<file path="src/pkg/sysclk_standby_map.svh">
// Purpose: Offsets, field positions, reset images and warm-up counts for the clock/standby block
// Assumes: Avalon word address equals the register index; byte address is four times it
// Notes: Register images are 8 bits wide and sit in byte lane 0
`ifndef SYSCLK_STANDBY_MAP_SVH
`define SYSCLK_STANDBY_MAP_SVH

// Register indices (word addresses)
`define STBY_CTRL_IDX 32'hffffee02
`define CLKOUT_CTRL_IDX 32'hffffee03
`define OSC_RUN_CTRL_IDX 32'hffffee10

// oscillator_standby_ctrl fields
`define STBY_LOW_DRIVE_BIT 7
`define STBY_WUP_LO 4
`define STBY_SEL_LO 2
`define STBY_PIN_DRIVE_BIT 0
`define STBY_CTRL_RST 8'h2c
`define STBY_CTRL_WMASK 8'hbd

// clock_output_ctrl fields
`define CLKOUT_SEL_LO 5
`define CLKOUT_LATCH_BIT 4
`define CLKOUT_CTRL_RST 8'h30
`define CLKOUT_CTRL_WMASK 8'h70

// osc_run_ctrl fields
`define OSC_FAST_EN_BIT 7
`define OSC_SLOW_EN_BIT 6
`define OSC_WARM_FLAG_BIT 2
`define OSC_SRC_SEL_BIT 0
`define OSC_RUN_CTRL_RST 8'ha0
`define OSC_RUN_CTRL_WMASK 8'hf1

// Warm-up lengths in oscillator ticks
`define WARMUP_TICKS_SHORT 17'h00100
`define WARMUP_TICKS_MID 17'h04000
`define WARMUP_TICKS_LONG 17'h10000

`endif

</file>
<file path="src/pkg/sysclk_standby_pkg.sv">
// Purpose: Types shared by the clock/standby block
// Assumes: Structs mirror the 8-bit register images bit for bit
// Notes: Reserved fields are kept so a register image casts straight in
package sysclk_standby_pkg;

   typedef enum logic [1:0] {sb_reserved = 2'h0, sb_stop = 2'h1, sb_sleep = 2'h2,
      sb_idle = 2'h3} standby_code_type;

   typedef enum logic [1:0] {co_slow_gear = 2'h0, co_sys_half = 2'h1, co_sys = 2'h2,
      co_prescale = 2'h3} clkout_code_type;

   typedef enum {st_run, st_idle, st_sleep, st_stop, st_restart} power_state_type;

   typedef struct packed {
      logic fast_osc_low_drive;
      logic rsv6;
      logic [1:0] warmup_len;
      standby_code_type standby_sel;
      logic rsv1;
      logic stop_pin_drive;
   } standby_cfg_type;

   typedef struct packed {
      logic rsv7;
      clkout_code_type clkout_sel;
      logic latch_strobe_width;
      logic [3:0] rsv;
   } clkout_cfg_type;

   typedef struct packed {
      logic fast_osc_enable;
      logic slow_osc_enable;
      logic fast_osc_after_stop;
      logic slow_osc_after_stop;
      logic [2:0] rsv;
      logic sysclk_source_sel;
   } osc_cfg_type;

endpackage
</file>
<file path="src/design/pin_sync.sv">
// Purpose: Two-flop synchroniser with rising-edge detect for a pin
// Assumes: Pin is asynchronous to sys_clk
// Notes: Edge detect looks only at the second and third flops
`timescale 1ns/10ps
module pin_sync
(
   input wire logic sys_clk,
   input wire logic reset,
   input wire logic pin_in,
   output logic level,
   output logic rise
);
   logic meta_r;
   logic level_r;
   logic prev_r;

   always_ff @(posedge sys_clk)
   begin
      if (reset)
      begin
         meta_r <= 1'b0;
         level_r <= 1'b0;
         prev_r <= 1'b0;
      end
      else
      begin
         meta_r <= pin_in;
         level_r <= meta_r;
         prev_r <= level_r;
      end
   end

   assign level = level_r;
   assign rise = level_r & ~prev_r;
endmodule // pin_sync

</file>
<file path="src/design/sysclk_standby_config.sv">
// Purpose: Clock source, warm-up, standby mode and clock-output configuration
// Assumes: Avalon-MM word addressing, byte lane 0 carries the register image
// Notes: Core wait and latch requests come from sys_clk logic; pins are synchronised
`timescale 1ns/10ps
`include "sysclk_standby_map.svh"
module sysclk_standby_config
#(
   parameter logic [16:0] warmup_ticks_mid = `WARMUP_TICKS_MID,
   parameter logic [16:0] warmup_ticks_long = `WARMUP_TICKS_LONG
)
(
   input wire logic sys_clk,
   input wire logic reset,
   input wire logic [31:0] avs_address,
   input wire logic avs_read,
   input wire logic avs_write,
   input wire logic [31:0] avs_writedata,
   input wire logic [3:0] avs_byteenable,
   output logic [31:0] avs_readdata,
   output logic avs_waitrequest,
   input wire logic core_wait,
   input wire logic core_low_power_bit,
   input wire logic wake_pin,
   input wire logic fast_osc_clk_pin,
   input wire logic slow_osc_clk_pin,
   input wire logic prescaler_base_clock,
   input wire logic latch_req,
   output logic fast_osc_run,
   output logic slow_osc_run,
   output logic fast_osc_low_drive,
   output logic sysclk_source_sel,
   output logic cpu_halted,
   output logic periph_halted,
   output logic pins_drive_en,
   output logic clock_output_pin,
   output logic latch_strobe
);
   sysclk_standby_pkg::standby_cfg_type stby_r, stby_nxt;
   sysclk_standby_pkg::clkout_cfg_type clk_r, clk_nxt;
   sysclk_standby_pkg::osc_cfg_type osc_r, osc_nxt;
   sysclk_standby_pkg::power_state_type state_r, state_nxt;
   logic wait_r, wait_nxt;
   logic [31:0] rdata_r, rdata_nxt;
   logic wr_take;
   logic sw_start;
   logic stop_release;
   logic warm_start;
   logic warm_slow_r, warm_slow_nxt;
   logic warm_busy;
   logic wake_rise, fast_rise, slow_rise, slow_level;
   logic [1:0] div_r, div_nxt;
   logic [1:0] latch_cnt_r, latch_cnt_nxt;
   logic fast_run_r, slow_run_r, drive_r, cpu_halt_r, periph_halt_r;
   logic pins_en_r, clkout_r, strobe_r;
   logic fast_run_nxt, slow_run_nxt, pins_en_nxt, clkout_nxt;

   pin_sync u_wake_sync
   (
      .sys_clk(sys_clk),
      .reset(reset),
      .pin_in(wake_pin),
      .level(),
      .rise(wake_rise)
   );

   pin_sync u_fast_sync
   (
      .sys_clk(sys_clk),
      .reset(reset),
      .pin_in(fast_osc_clk_pin),
      .level(),
      .rise(fast_rise)
   );

   pin_sync u_slow_sync
   (
      .sys_clk(sys_clk),
      .reset(reset),
      .pin_in(slow_osc_clk_pin),
      .level(slow_level),
      .rise(slow_rise)
   );

   warmup_timer #(.ticks_mid(warmup_ticks_mid), .ticks_long(warmup_ticks_long)) u_warmup
   (
      .sys_clk(sys_clk),
      .reset(reset),
      .start(warm_start),
      .len(stby_r.warmup_len),
      .tick(warm_slow_r ? slow_rise : fast_rise),
      .warm_busy(warm_busy)
   );

   // Register image as software sees it; reserved fields are never stored as 1
   function automatic logic [7:0] reg_image(input logic [31:0] addr);
      case (addr)
         `STBY_CTRL_IDX: reg_image = stby_r;
         `CLKOUT_CTRL_IDX: reg_image = clk_r;
         `OSC_RUN_CTRL_IDX: reg_image = osc_r | {5'h00, warm_busy, 2'h0};
         default: reg_image = 8'h00;
      endcase
   endfunction

   // Bus slave: one wait cycle, then the answer stands for one edge
   always_comb
   begin
      wait_nxt = !((avs_read || avs_write) && wait_r);
      rdata_nxt = rdata_r;
      if (avs_read && wait_r)
         rdata_nxt = {24'h000000, reg_image(avs_address)};
      wr_take = avs_write && !wait_r && avs_byteenable[0];
      sw_start = wr_take && (avs_address == `OSC_RUN_CTRL_IDX) &&
         avs_writedata[`OSC_WARM_FLAG_BIT];
   end

   always_ff @(posedge sys_clk)
   begin
      if (reset)
      begin
         wait_r <= 1'b1;
         rdata_r <= 32'h00000000;
      end
      else
      begin
         wait_r <= wait_nxt;
         rdata_r <= rdata_nxt;
      end
   end

   // Power mode sequencing
   always_comb
   begin
      state_nxt = state_r;
      stop_release = 1'b0;
      unique case (state_r)
         sysclk_standby_pkg::st_run:
         begin
            if (core_wait && core_low_power_bit)
            begin
               unique case (stby_r.standby_sel)
                  sysclk_standby_pkg::sb_stop: state_nxt = sysclk_standby_pkg::st_stop;
                  sysclk_standby_pkg::sb_sleep: state_nxt = sysclk_standby_pkg::st_sleep;
                  sysclk_standby_pkg::sb_idle: state_nxt = sysclk_standby_pkg::st_idle;
                  sysclk_standby_pkg::sb_reserved: state_nxt = sysclk_standby_pkg::st_run;
               endcase
            end
         end
         sysclk_standby_pkg::st_idle, sysclk_standby_pkg::st_sleep:
         begin
            if (wake_rise)
               state_nxt = sysclk_standby_pkg::st_run;
         end
         sysclk_standby_pkg::st_stop:
         begin
            if (wake_rise)
            begin
               state_nxt = sysclk_standby_pkg::st_restart;
               stop_release = 1'b1;
            end
         end
         sysclk_standby_pkg::st_restart:
         begin
            // Timer was started on the release edge, so busy is already valid
            if (!warm_busy)
               state_nxt = sysclk_standby_pkg::st_run;
         end
      endcase
      warm_start = sw_start || stop_release;
   end

   // Configuration registers
   always_comb
   begin
      stby_nxt = stby_r;
      clk_nxt = clk_r;
      osc_nxt = osc_r;
      warm_slow_nxt = warm_slow_r;
      if (wr_take)
      begin
         case (avs_address)
            `STBY_CTRL_IDX:
               stby_nxt = sysclk_standby_pkg::standby_cfg_type'(avs_writedata[7:0] &
                  `STBY_CTRL_WMASK);
            `CLKOUT_CTRL_IDX:
               clk_nxt = sysclk_standby_pkg::clkout_cfg_type'(avs_writedata[7:0] &
                  `CLKOUT_CTRL_WMASK);
            `OSC_RUN_CTRL_IDX:
               osc_nxt = sysclk_standby_pkg::osc_cfg_type'(avs_writedata[7:0] &
                  `OSC_RUN_CTRL_WMASK);
            default: ;
         endcase
      end
      // Software warm-up times the oscillator that is not yet the source
      if (sw_start)
         warm_slow_nxt = !osc_r.sysclk_source_sel;
      if (stop_release)
      begin
         stby_nxt.fast_osc_low_drive = 1'b0;
         // Selected source comes back even if its after-stop bit was left at 0
         osc_nxt.fast_osc_enable = osc_r.fast_osc_after_stop ||
            !osc_r.sysclk_source_sel;
         osc_nxt.slow_osc_enable = osc_r.slow_osc_after_stop ||
            osc_r.sysclk_source_sel;
         warm_slow_nxt = osc_r.sysclk_source_sel;
      end
   end

   always_ff @(posedge sys_clk)
   begin
      if (reset)
      begin
         stby_r <= sysclk_standby_pkg::standby_cfg_type'(`STBY_CTRL_RST);
         clk_r <= sysclk_standby_pkg::clkout_cfg_type'(`CLKOUT_CTRL_RST);
         osc_r <= sysclk_standby_pkg::osc_cfg_type'(`OSC_RUN_CTRL_RST);
         state_r <= sysclk_standby_pkg::st_run;
         warm_slow_r <= 1'b0;
      end
      else
      begin
         stby_r <= stby_nxt;
         clk_r <= clk_nxt;
         osc_r <= osc_nxt;
         state_r <= state_nxt;
         warm_slow_r <= warm_slow_nxt;
      end
   end

   // Pin-side outputs, all registered
   always_comb
   begin
      div_nxt = div_r + 2'h1;
      fast_run_nxt = osc_r.fast_osc_enable && state_r != sysclk_standby_pkg::st_stop;
      slow_run_nxt = osc_r.slow_osc_enable && state_r != sysclk_standby_pkg::st_stop;
      pins_en_nxt = state_r != sysclk_standby_pkg::st_stop || stby_r.stop_pin_drive;
      // A flop cannot follow sys_clk itself; the fastest choice is one toggle per edge
      unique case (clk_r.clkout_sel)
         sysclk_standby_pkg::co_slow_gear: clkout_nxt = slow_level;
         sysclk_standby_pkg::co_sys_half: clkout_nxt = div_r[1];
         sysclk_standby_pkg::co_sys: clkout_nxt = div_r[0];
         sysclk_standby_pkg::co_prescale: clkout_nxt = prescaler_base_clock;
      endcase
      // System-derived clocks are parked low in sleep, stop and restart; stop parks the slow gear too
      if (state_r == sysclk_standby_pkg::st_stop ||
         (state_r != sysclk_standby_pkg::st_run && state_r != sysclk_standby_pkg::st_idle &&
         clk_r.clkout_sel != sysclk_standby_pkg::co_slow_gear))
         clkout_nxt = 1'b0;
      if (latch_req)
         latch_cnt_nxt = clk_r.latch_strobe_width ? 2'h2 : 2'h1;
      else if (latch_cnt_r != 2'h0)
         latch_cnt_nxt = latch_cnt_r - 2'h1;
      else
         latch_cnt_nxt = 2'h0;
   end

   always_ff @(posedge sys_clk)
   begin
      if (reset)
      begin
         div_r <= 2'h0;
         latch_cnt_r <= 2'h0;
         fast_run_r <= 1'b1;
         slow_run_r <= 1'b0;
         drive_r <= 1'b0;
         cpu_halt_r <= 1'b0;
         periph_halt_r <= 1'b0;
         pins_en_r <= 1'b1;
         clkout_r <= 1'b0;
         strobe_r <= 1'b0;
      end
      else
      begin
         div_r <= div_nxt;
         latch_cnt_r <= latch_cnt_nxt;
         fast_run_r <= fast_run_nxt;
         slow_run_r <= slow_run_nxt;
         drive_r <= stby_r.fast_osc_low_drive;
         cpu_halt_r <= state_r != sysclk_standby_pkg::st_run;
         periph_halt_r <= state_r == sysclk_standby_pkg::st_sleep ||
            state_r == sysclk_standby_pkg::st_stop || state_r == sysclk_standby_pkg::st_restart;
         pins_en_r <= pins_en_nxt;
         clkout_r <= clkout_nxt;
         strobe_r <= latch_cnt_nxt != 2'h0;
      end
   end

   assign avs_readdata = rdata_r;
   assign avs_waitrequest = wait_r;
   assign fast_osc_run = fast_run_r;
   assign slow_osc_run = slow_run_r;
   assign fast_osc_low_drive = drive_r;
   assign sysclk_source_sel = osc_r.sysclk_source_sel;
   assign cpu_halted = cpu_halt_r;
   assign periph_halted = periph_halt_r;
   assign pins_drive_en = pins_en_r;
   assign clock_output_pin = clkout_r;
   assign latch_strobe = strobe_r;
endmodule // sysclk_standby_config

</file>
<file path="src/design/warmup_timer.sv">
// Purpose: Oscillator warm-up counter, counting ticks of the oscillator being started
// Assumes: tick is a one-cycle pulse per oscillator period, already synchronised
// Notes: Length is latched at start so a later field change cannot shorten a run
`timescale 1ns/10ps
`include "sysclk_standby_map.svh"
module warmup_timer
#(
   parameter logic [16:0] ticks_mid = `WARMUP_TICKS_MID,
   parameter logic [16:0] ticks_long = `WARMUP_TICKS_LONG
)
(
   input wire logic sys_clk,
   input wire logic reset,
   input wire logic start,
   input wire logic [1:0] len,
   input wire logic tick,
   output logic warm_busy
);
   logic [16:0] cnt_r, cnt_nxt;
   logic [16:0] term_r, term_nxt;
   logic busy_r, busy_nxt;

   function automatic logic [16:0] term_of(input logic [1:0] sel);
      case (sel)
         2'h1: term_of = `WARMUP_TICKS_SHORT;
         2'h2: term_of = ticks_mid;
         2'h3: term_of = ticks_long;
         default: term_of = 17'h00000;
      endcase
   endfunction

   always_comb
   begin
      cnt_nxt = cnt_r;
      term_nxt = term_r;
      busy_nxt = busy_r;
      // Restart beats completion in the same cycle
      if (start)
      begin
         cnt_nxt = 17'h00000;
         term_nxt = term_of(len);
         busy_nxt = (len != 2'h0);
      end
      else if (busy_r && tick)
      begin
         cnt_nxt = cnt_r + 17'h00001;
         if (cnt_nxt == term_r)
            busy_nxt = 1'b0;
      end
   end

   always_ff @(posedge sys_clk)
   begin
      if (reset)
      begin
         cnt_r <= 17'h00000;
         term_r <= 17'h00000;
         busy_r <= 1'b0;
      end
      else
      begin
         cnt_r <= cnt_nxt;
         term_r <= term_nxt;
         busy_r <= busy_nxt;
      end
   end

   assign warm_busy = busy_r;
endmodule // warmup_timer

</file>
<file path="config.mk">
export PLATFORM = sky130hd
export DESIGN_NAME = sysclk_standby_config
export DESIGN_NICKNAME = d
export VERILOG_FILES = /design/src/pkg/sysclk_standby_pkg.sv /design/src/design/pin_sync.sv /design/src/design/sysclk_standby_config.sv /design/src/design/warmup_timer.sv
export VERILOG_INCLUDE_DIRS = /design/src /design/src/pkg
export SDC_FILE = /design/constraint.sdc
export NUM_CORES = 1
export LEC_CHECK = 0
export BUFFER_PORTS_ARGS = -buffer_cell sky130_fd_sc_hd__buf_2
export CAP_MARGIN = 20
export CORE_MARGIN = 4
export CORE_UTILIZATION = 45
export CTS_CLUSTER_DIAMETER = 200
export DETAILED_ROUTE_END_ITERATION = 12
export PLACE_DENSITY_LB_ADDON = 0.2
export SLEW_MARGIN = 20
export SYNTH_ARGS = -nofsm -noshare
export SYNTH_HDL_FRONTEND = slang
export SYNTH_SLANG_ARGS = --single-unit
export TNS_END_PERCENT = 5
</file>
<file path="constraint.sdc">
create_clock -name sys_clk -period 1.9 [get_ports sys_clk]
set_input_delay 0.19 -clock sys_clk [delete_from_list [all_inputs] [get_ports sys_clk]]
set_output_delay 0.19 -clock sys_clk [all_outputs]
set_load 0.01 [all_outputs]
</file>
=== Word-level counts from Yosys, hierarchy flattened ===
Cells that the tools add are included.

* Add/subtract/negate cells: 3
* $mul: 0
* Div/mod/pow operators: 0
* Magnitude comparators: 0
* Equality and inequality tests: 26
* Shifts and indexed selects: 0
* Mux-type cells: 23
* Bitwise gates (word level): 7
* Reduce and logical (&&, ||, !) cells: 46

{| class="wikitable"
|+ Operators with widths
! kind !! count
|-
| $pmux 32 s4 || 2
|-
| $mux 32 || 4
|-
| $eq 32x3->1 const B || 3
|-
| $eq 32x32->1 const B || 3
|-
| $eq 32x2->1 const B || 2
|-
| $pmux 17 s3 || 1
|-
| $eq 32x1->1 const B || 1
|-
| $eq 32x4->1 const B || 1
|-
| $logic_not 32->1 || 1
|-
| $ne 32x2->1 const B || 1
|-
| $ne 32x3->1 const B || 1
|-
| $reduce_bool 32->1 || 1
|-
| $pmux 8 s3 || 1
|-
| $reduce_bool 2->1 || 9
|-
| $add 17x1->17 const B || 1
|-
| $eq 17x17->1 || 1
|-
| $mux 8 || 2
|-
| $eq 2x2->1 const B || 6
|-
| $logic_and 1x1->1 || 12
|-
| $reduce_and 2->1 || 5
|-
| $logic_or 1x1->1 || 8
|-
| $mux 1 || 8
|-
| $mux 2 || 4
|-
| $or 8x3->8 || 1
|-
| other kinds (12) || 26
|}

* Bits in registers: 112
* Bits in latches: 0
* Memory bits (writable): 0
* Bits in read-only memories: 0
* Input port bits: 79
* Output and inout bits: 42
* Word-level logic and storage cells: 142
* Memories: 0

=== Depth between registers and ports, before layout ===
* Word-level depth: 8
* Depth in mapped cells: 9
* Mapped depth without buffers: 7

=== By module ===
A second synthesis with hierarchy kept.

* Cell total of the unflattened synthesis: 394
* Area total of the unflattened synthesis: 3,370.7 um^2

{| class="wikitable"
|+ By module, submodules not included
! module !! times used !! cells each !! area an instance (um^2) !! seq. area each (um^2)
|-
| sysclk_standby_config || 1 || 228 || 1,930.6 || 760.7
|-
| warmup_timer || 1 || 145 || 1,177.4 || 420.4
|-
| pin_sync || 3 || 7 || 87.6 || 60.1
|}

=== Least setup slack after synthesis ===
No wires, ideal clock.

* Path type: input -> register
* Start point: in avs_address[5]
* End point: reg osc_r[7] in the netlist's numbering
* Setup time: 0.130 ns
* Arrival: 1.849 ns
* Required time: 1.770 ns
* Slack: -0.079 ns
* Stages: 7
* Buffers on the path: 1
* Path through: or4_4 > nor4_4 > and4_1 > buf_6 > mux2_2 > o21ai_0 > nand2_1

* Cells in the longest elaborated chain, start to end: 3

{| class="wikitable"
|+ RTL lines
! item !! line !! RTL
|-
| start: declaration || sysclk_standby_config.sv:14 || <nowiki>input wire logic [31:0] avs_address,</nowiki>
|-
| $eq 32x32->1 || sysclk_standby_config.sv:180 || <nowiki>case (avs_address)</nowiki>
|-
| $reduce_bool 2->1 (no line) || - ||
|-
| $reduce_and 2->1 (no line) || - ||
|-
| end signal: assignment || sysclk_standby_config.sv:214 || <nowiki>osc_r <= sysclk_standby_pkg::osc_cfg_type'(`OSC_RUN_CTRL_RST);</nowiki>
|-
| end signal: assignment || sysclk_standby_config.sv:222 || <nowiki>osc_r <= osc_nxt;</nowiki>
|-
| end: declaration || sysclk_standby_config.sv:40 || <nowiki>sysclk_standby_pkg::osc_cfg_type osc_r, osc_nxt;</nowiki>
|}

Every way passes these cells.
A chain may end at the register's enable or synchronous reset.

=== Worst setup path in the final report ===
* Start point: reg u_warmup.cnt_r[1]
* End point: reg u_warmup.busy_r, in the netlist u_warmup.warm_busy

* Cells in the longest elaborated chain, start to end: 4

{| class="wikitable"
|+ RTL lines
! item !! line !! RTL
|-
| start: declaration || warmup_timer.sv:19 || <nowiki>logic [16:0] cnt_r, cnt_nxt;</nowiki>
|-
| start signal: assignment || warmup_timer.sv:62 || <nowiki>cnt_r <= cnt_nxt;</nowiki>
|-
| $add 17x1->17 || warmup_timer.sv:46 || <nowiki>cnt_nxt = cnt_r + 17'h00001;</nowiki>
|-
| $eq 17x17->1 || warmup_timer.sv:47 || <nowiki>if (cnt_nxt == term_r)</nowiki>
|-
| $reduce_bool 2->1 (no line) || - ||
|-
| $reduce_and 2->1 (no line) || - ||
|-
| end signal: assignment || warmup_timer.sv:64 || <nowiki>busy_r <= busy_nxt;</nowiki>
|-
| end: declaration || warmup_timer.sv:21 || <nowiki>logic busy_r, busy_nxt;</nowiki>
|}

Every way passes these cells.

==> results.sh <==
export IMPL_num_vias=2888
export IMPL_synth_cell_type_count=52
export IMPL_netlist_top_cells_area="dfxtp_1 41%, nor2_1 6.4%, buf_4 5.7%"
export IMPL_postRouteAntennaNets=0
export IMPL_grtUsageTotal_pct=17.7
export IMPL_synth_area_leader_cell="dfxtp_1"
export IMPL_end_kind="flop"
export IMPL_drtPass1Iterations=4
export IMPL_place_hpwl_um=5560
export IMPL_grt_max_degree=23
export IMPL_grt_overflow=0
export IMPL_rsz0062_at_grt="no"
export IMPL_start_util_pct=47.4
export IMPL_crit_type="reg -> reg"
export IMPL_finClkSkew_ns=0.00858
export IMPL_avgRoutedWirePerCell_um=13.2
export IMPL_powerDensity_mw_per_mm2=650
export IMPL_routed_wl_um=7530
export IMPL_rrSetupSlack_ns=0.10
export IMPL_drc_errors=0
export IMPL_postLayoutCoreUtil_pct=57.8
export IMPL_syn_avg_cell_area_um2=8.71
export IMPL_finalCritPeriodShare_pct=94.7
export IMPL_clkSlewWorstSetupHoldPaths_ns=0.07
export IMPL_numCtsBuffers=9
export IMPL_crit_chain="buf_4, a2111oi_2, a31oi_1, nand4b_1, nor4_1, nand4_1, a21o_1"
export IMPL_power_uw=2630
export IMPL_cts_tree="built"
export IMPL_synth_ff_type="dfxtp_1"
export IMPL_drt_initial_drc_count=143
export IMPL_grt_pass1_wl_um=12500
export IMPL_yosysTopAreaCellShare_pct=41.1
export IMPL_dp_worst_setup_slack_ns=-0.147
export IMPL_setup_viol=0
export IMPL_min_path_type="in -> reg"
export IMPL_n_fill_cell=691
export IMPL_via_per_inst=5.05
export IMPL_cts_buffer_depth=2
export IMPL_post_route_min_period_ns=1.80
export IMPL_worstPathMaxFanout=5
export IMPL_cp_arrival_ns=2.04
export IMPL_syn_inst=380
export IMPL_timing_fmax_mhz=556
export IMPL_place_inst=555
export IMPL_fin_cells=572
export IMPL_outcome="complete, no violations"
export IMPL_antennaDiodeCount=0
export IMPL_hold_viol_final=0
export IMPL_grt_pass1_vias=2735
export IMPL_die_height_um=93.7
export IMPL_slowest_delay_ns=0.37
export IMPL_core_mm2=0.00698
export IMPL_core_rowCount=30
export IMPL_setup_ws_ns=0.101
export IMPL_synth_edf_count=0
export IMPL_hold_buffers=0
export IMPL_cts_sinks=68
export IMPL_cp_slowest_cell="a2111oi_2"
export IMPL_drv_cap=0
export IMPL_synth_warnings=0
export IMPL_antenna_found_initial=0
export IMPL_worst_setup_path_start_kind="flop"
export IMPL_slew_viol_final=0
export IMPL_final_cell_mix="67 x dfxtp_1, 67 x buf_2, 55 x nor2_1, 32 x buf_4, 28 x nand2_1"
export IMPL_numPortBuffers=67
export IMPL_synth_area_mm2=0.00331
export IMPL_io_pins=121
export IMPL_ys_ff_latch=68
export IMPL_finalNetCount=554
export IMPL_cts_root_buf="clkbuf_8"
export IMPL_drive_gt1_share_pct=28.2
export IMPL_ys_seq_area_share_pct=41.1
export IMPL_ir_worst_vdd_mv=0.424
export IMPL_gp_congestion=0.885
export IMPL_ctsHtreeMaxLevel=3
export IMPL_crit_required_ns=2.14
export IMPL_insertion_delay_ns=0.34
export IMPL_leakage_uw=0.00177
export IMPL_die_area_mm2=0.00879
export IMPL_area_growth_pct=22.1
export IMPL_synth_async_reset_ratio_pct=0
export IMPL_fp_dieW_um=93.7
-- routing by layer --
layer | part of all wire (%) | GRT usage [%] | up-vias
li1 | - | - | 1456
met4 | 1.8 | 7.34 | 0
met3 | 6.0 | 4.09 | 14
met5 | 0 | 0 | -
met2 | 44 | 27.0 | 82
met1 | 48 | 24.0 | 1336
-- power breakdown --
part	total (uW)	internal, uW	switching (uW)
sequential	1460	1440	10.4
clock	992	454	539
combinational	178	78.1	99.8
total	2630	1980	649
-- cell families after synthesis --
family,after synthesis,share of synthesized area (%)
buffers and inverters,49,8.70
adders and majority gates,3,1.13
DFF,68,41.1
AOI/OAI and AO/OA,49,10.4
muxes,21,6.54
and+or+nand+nor,168,26.4
xor gates and xnor gates,21,5.56
other,1,0.113
-- per-stage QoR --
stage	hold WS (ns)	cell area, um^2	TNS [ns]
after CTS	0.0468	3990	0
after detailed placement	0.403	3840	-1.72
after global routing	0.0526	4040	0
after global placement	0.398	3840	-1.42
final	0.0527	4040	0
after floorplan	0.292	3400	-0.00571
-- sequential cells by signal, summed over array words and instances, names as in the netlist, 2 cells and up --
| register | count |
|---|---|
| div_r | 2 |
| avs_readdata | 7 |
| clk_r | 3 |
| u_warmup.term_r | 3 |
| state_r | 3 |
| osc_r | 4 |
| latch_cnt_r | 2 |
| u_warmup.cnt_r | 17 |
| stby_r | 6 |
-- synthesized netlist by cell type, drive strengths merged, types with 4 or more instances --
cell and instances:
nor4 5, dfxtp 68, nand3b 5, mux2i 16, xnor2 8, o21ai 4, nor2b 11, a21oi 16
mux2 5, inv 5, nor2 56, and3 5, buf 29, nand2 28, nand3 7, nor3 10
a2bb2oi 6, xor2 13, clkbuf 15, a22oi 6, nand4 16
-- final timing paths --
kind                           start            endpoint  cells past startpoint
setup / recovery   u_warmup.cnt_r[1]  u_warmup.warm_busy                      7
hold reg to reg   u_fast_sync.meta_r   u_fast_sync.level                      1
hold / removal              avs_read     avs_waitrequest                      2
setup reg to reg   u_warmup.cnt_r[1]  u_warmup.warm_busy                      7
-- area by class of cell --
cell class	instances	area (um^2)	area share, %
clock inverters	6	32.5	0.805
flip-flops and latches	68	1360	33.7
multi-input cells	287	1770	43.9
well taps	96	120	2.97
repair buffers	101	607	15.0
inverters	5	18.8	0.465
clock buffers	9	124	3.07
-- critical path: cells and delay by family, from the launching register on --
kind / cells / cell delay (ns)
AO/OA/AOI/OAI: 3 / 0.62
flip-flops: 1 / 0.31
buffers and inverters: 1 / 0.15
AND/OR/NAND/NOR: 3 / 0.61
-- timing repair --
item / in CTS / in global routing
resized for setup: 0 / 9
setup endpoints to repair: 0 / 3
buffers inserted: 0 / 2
Note: power is estimated with default switching activity, not from simulation.
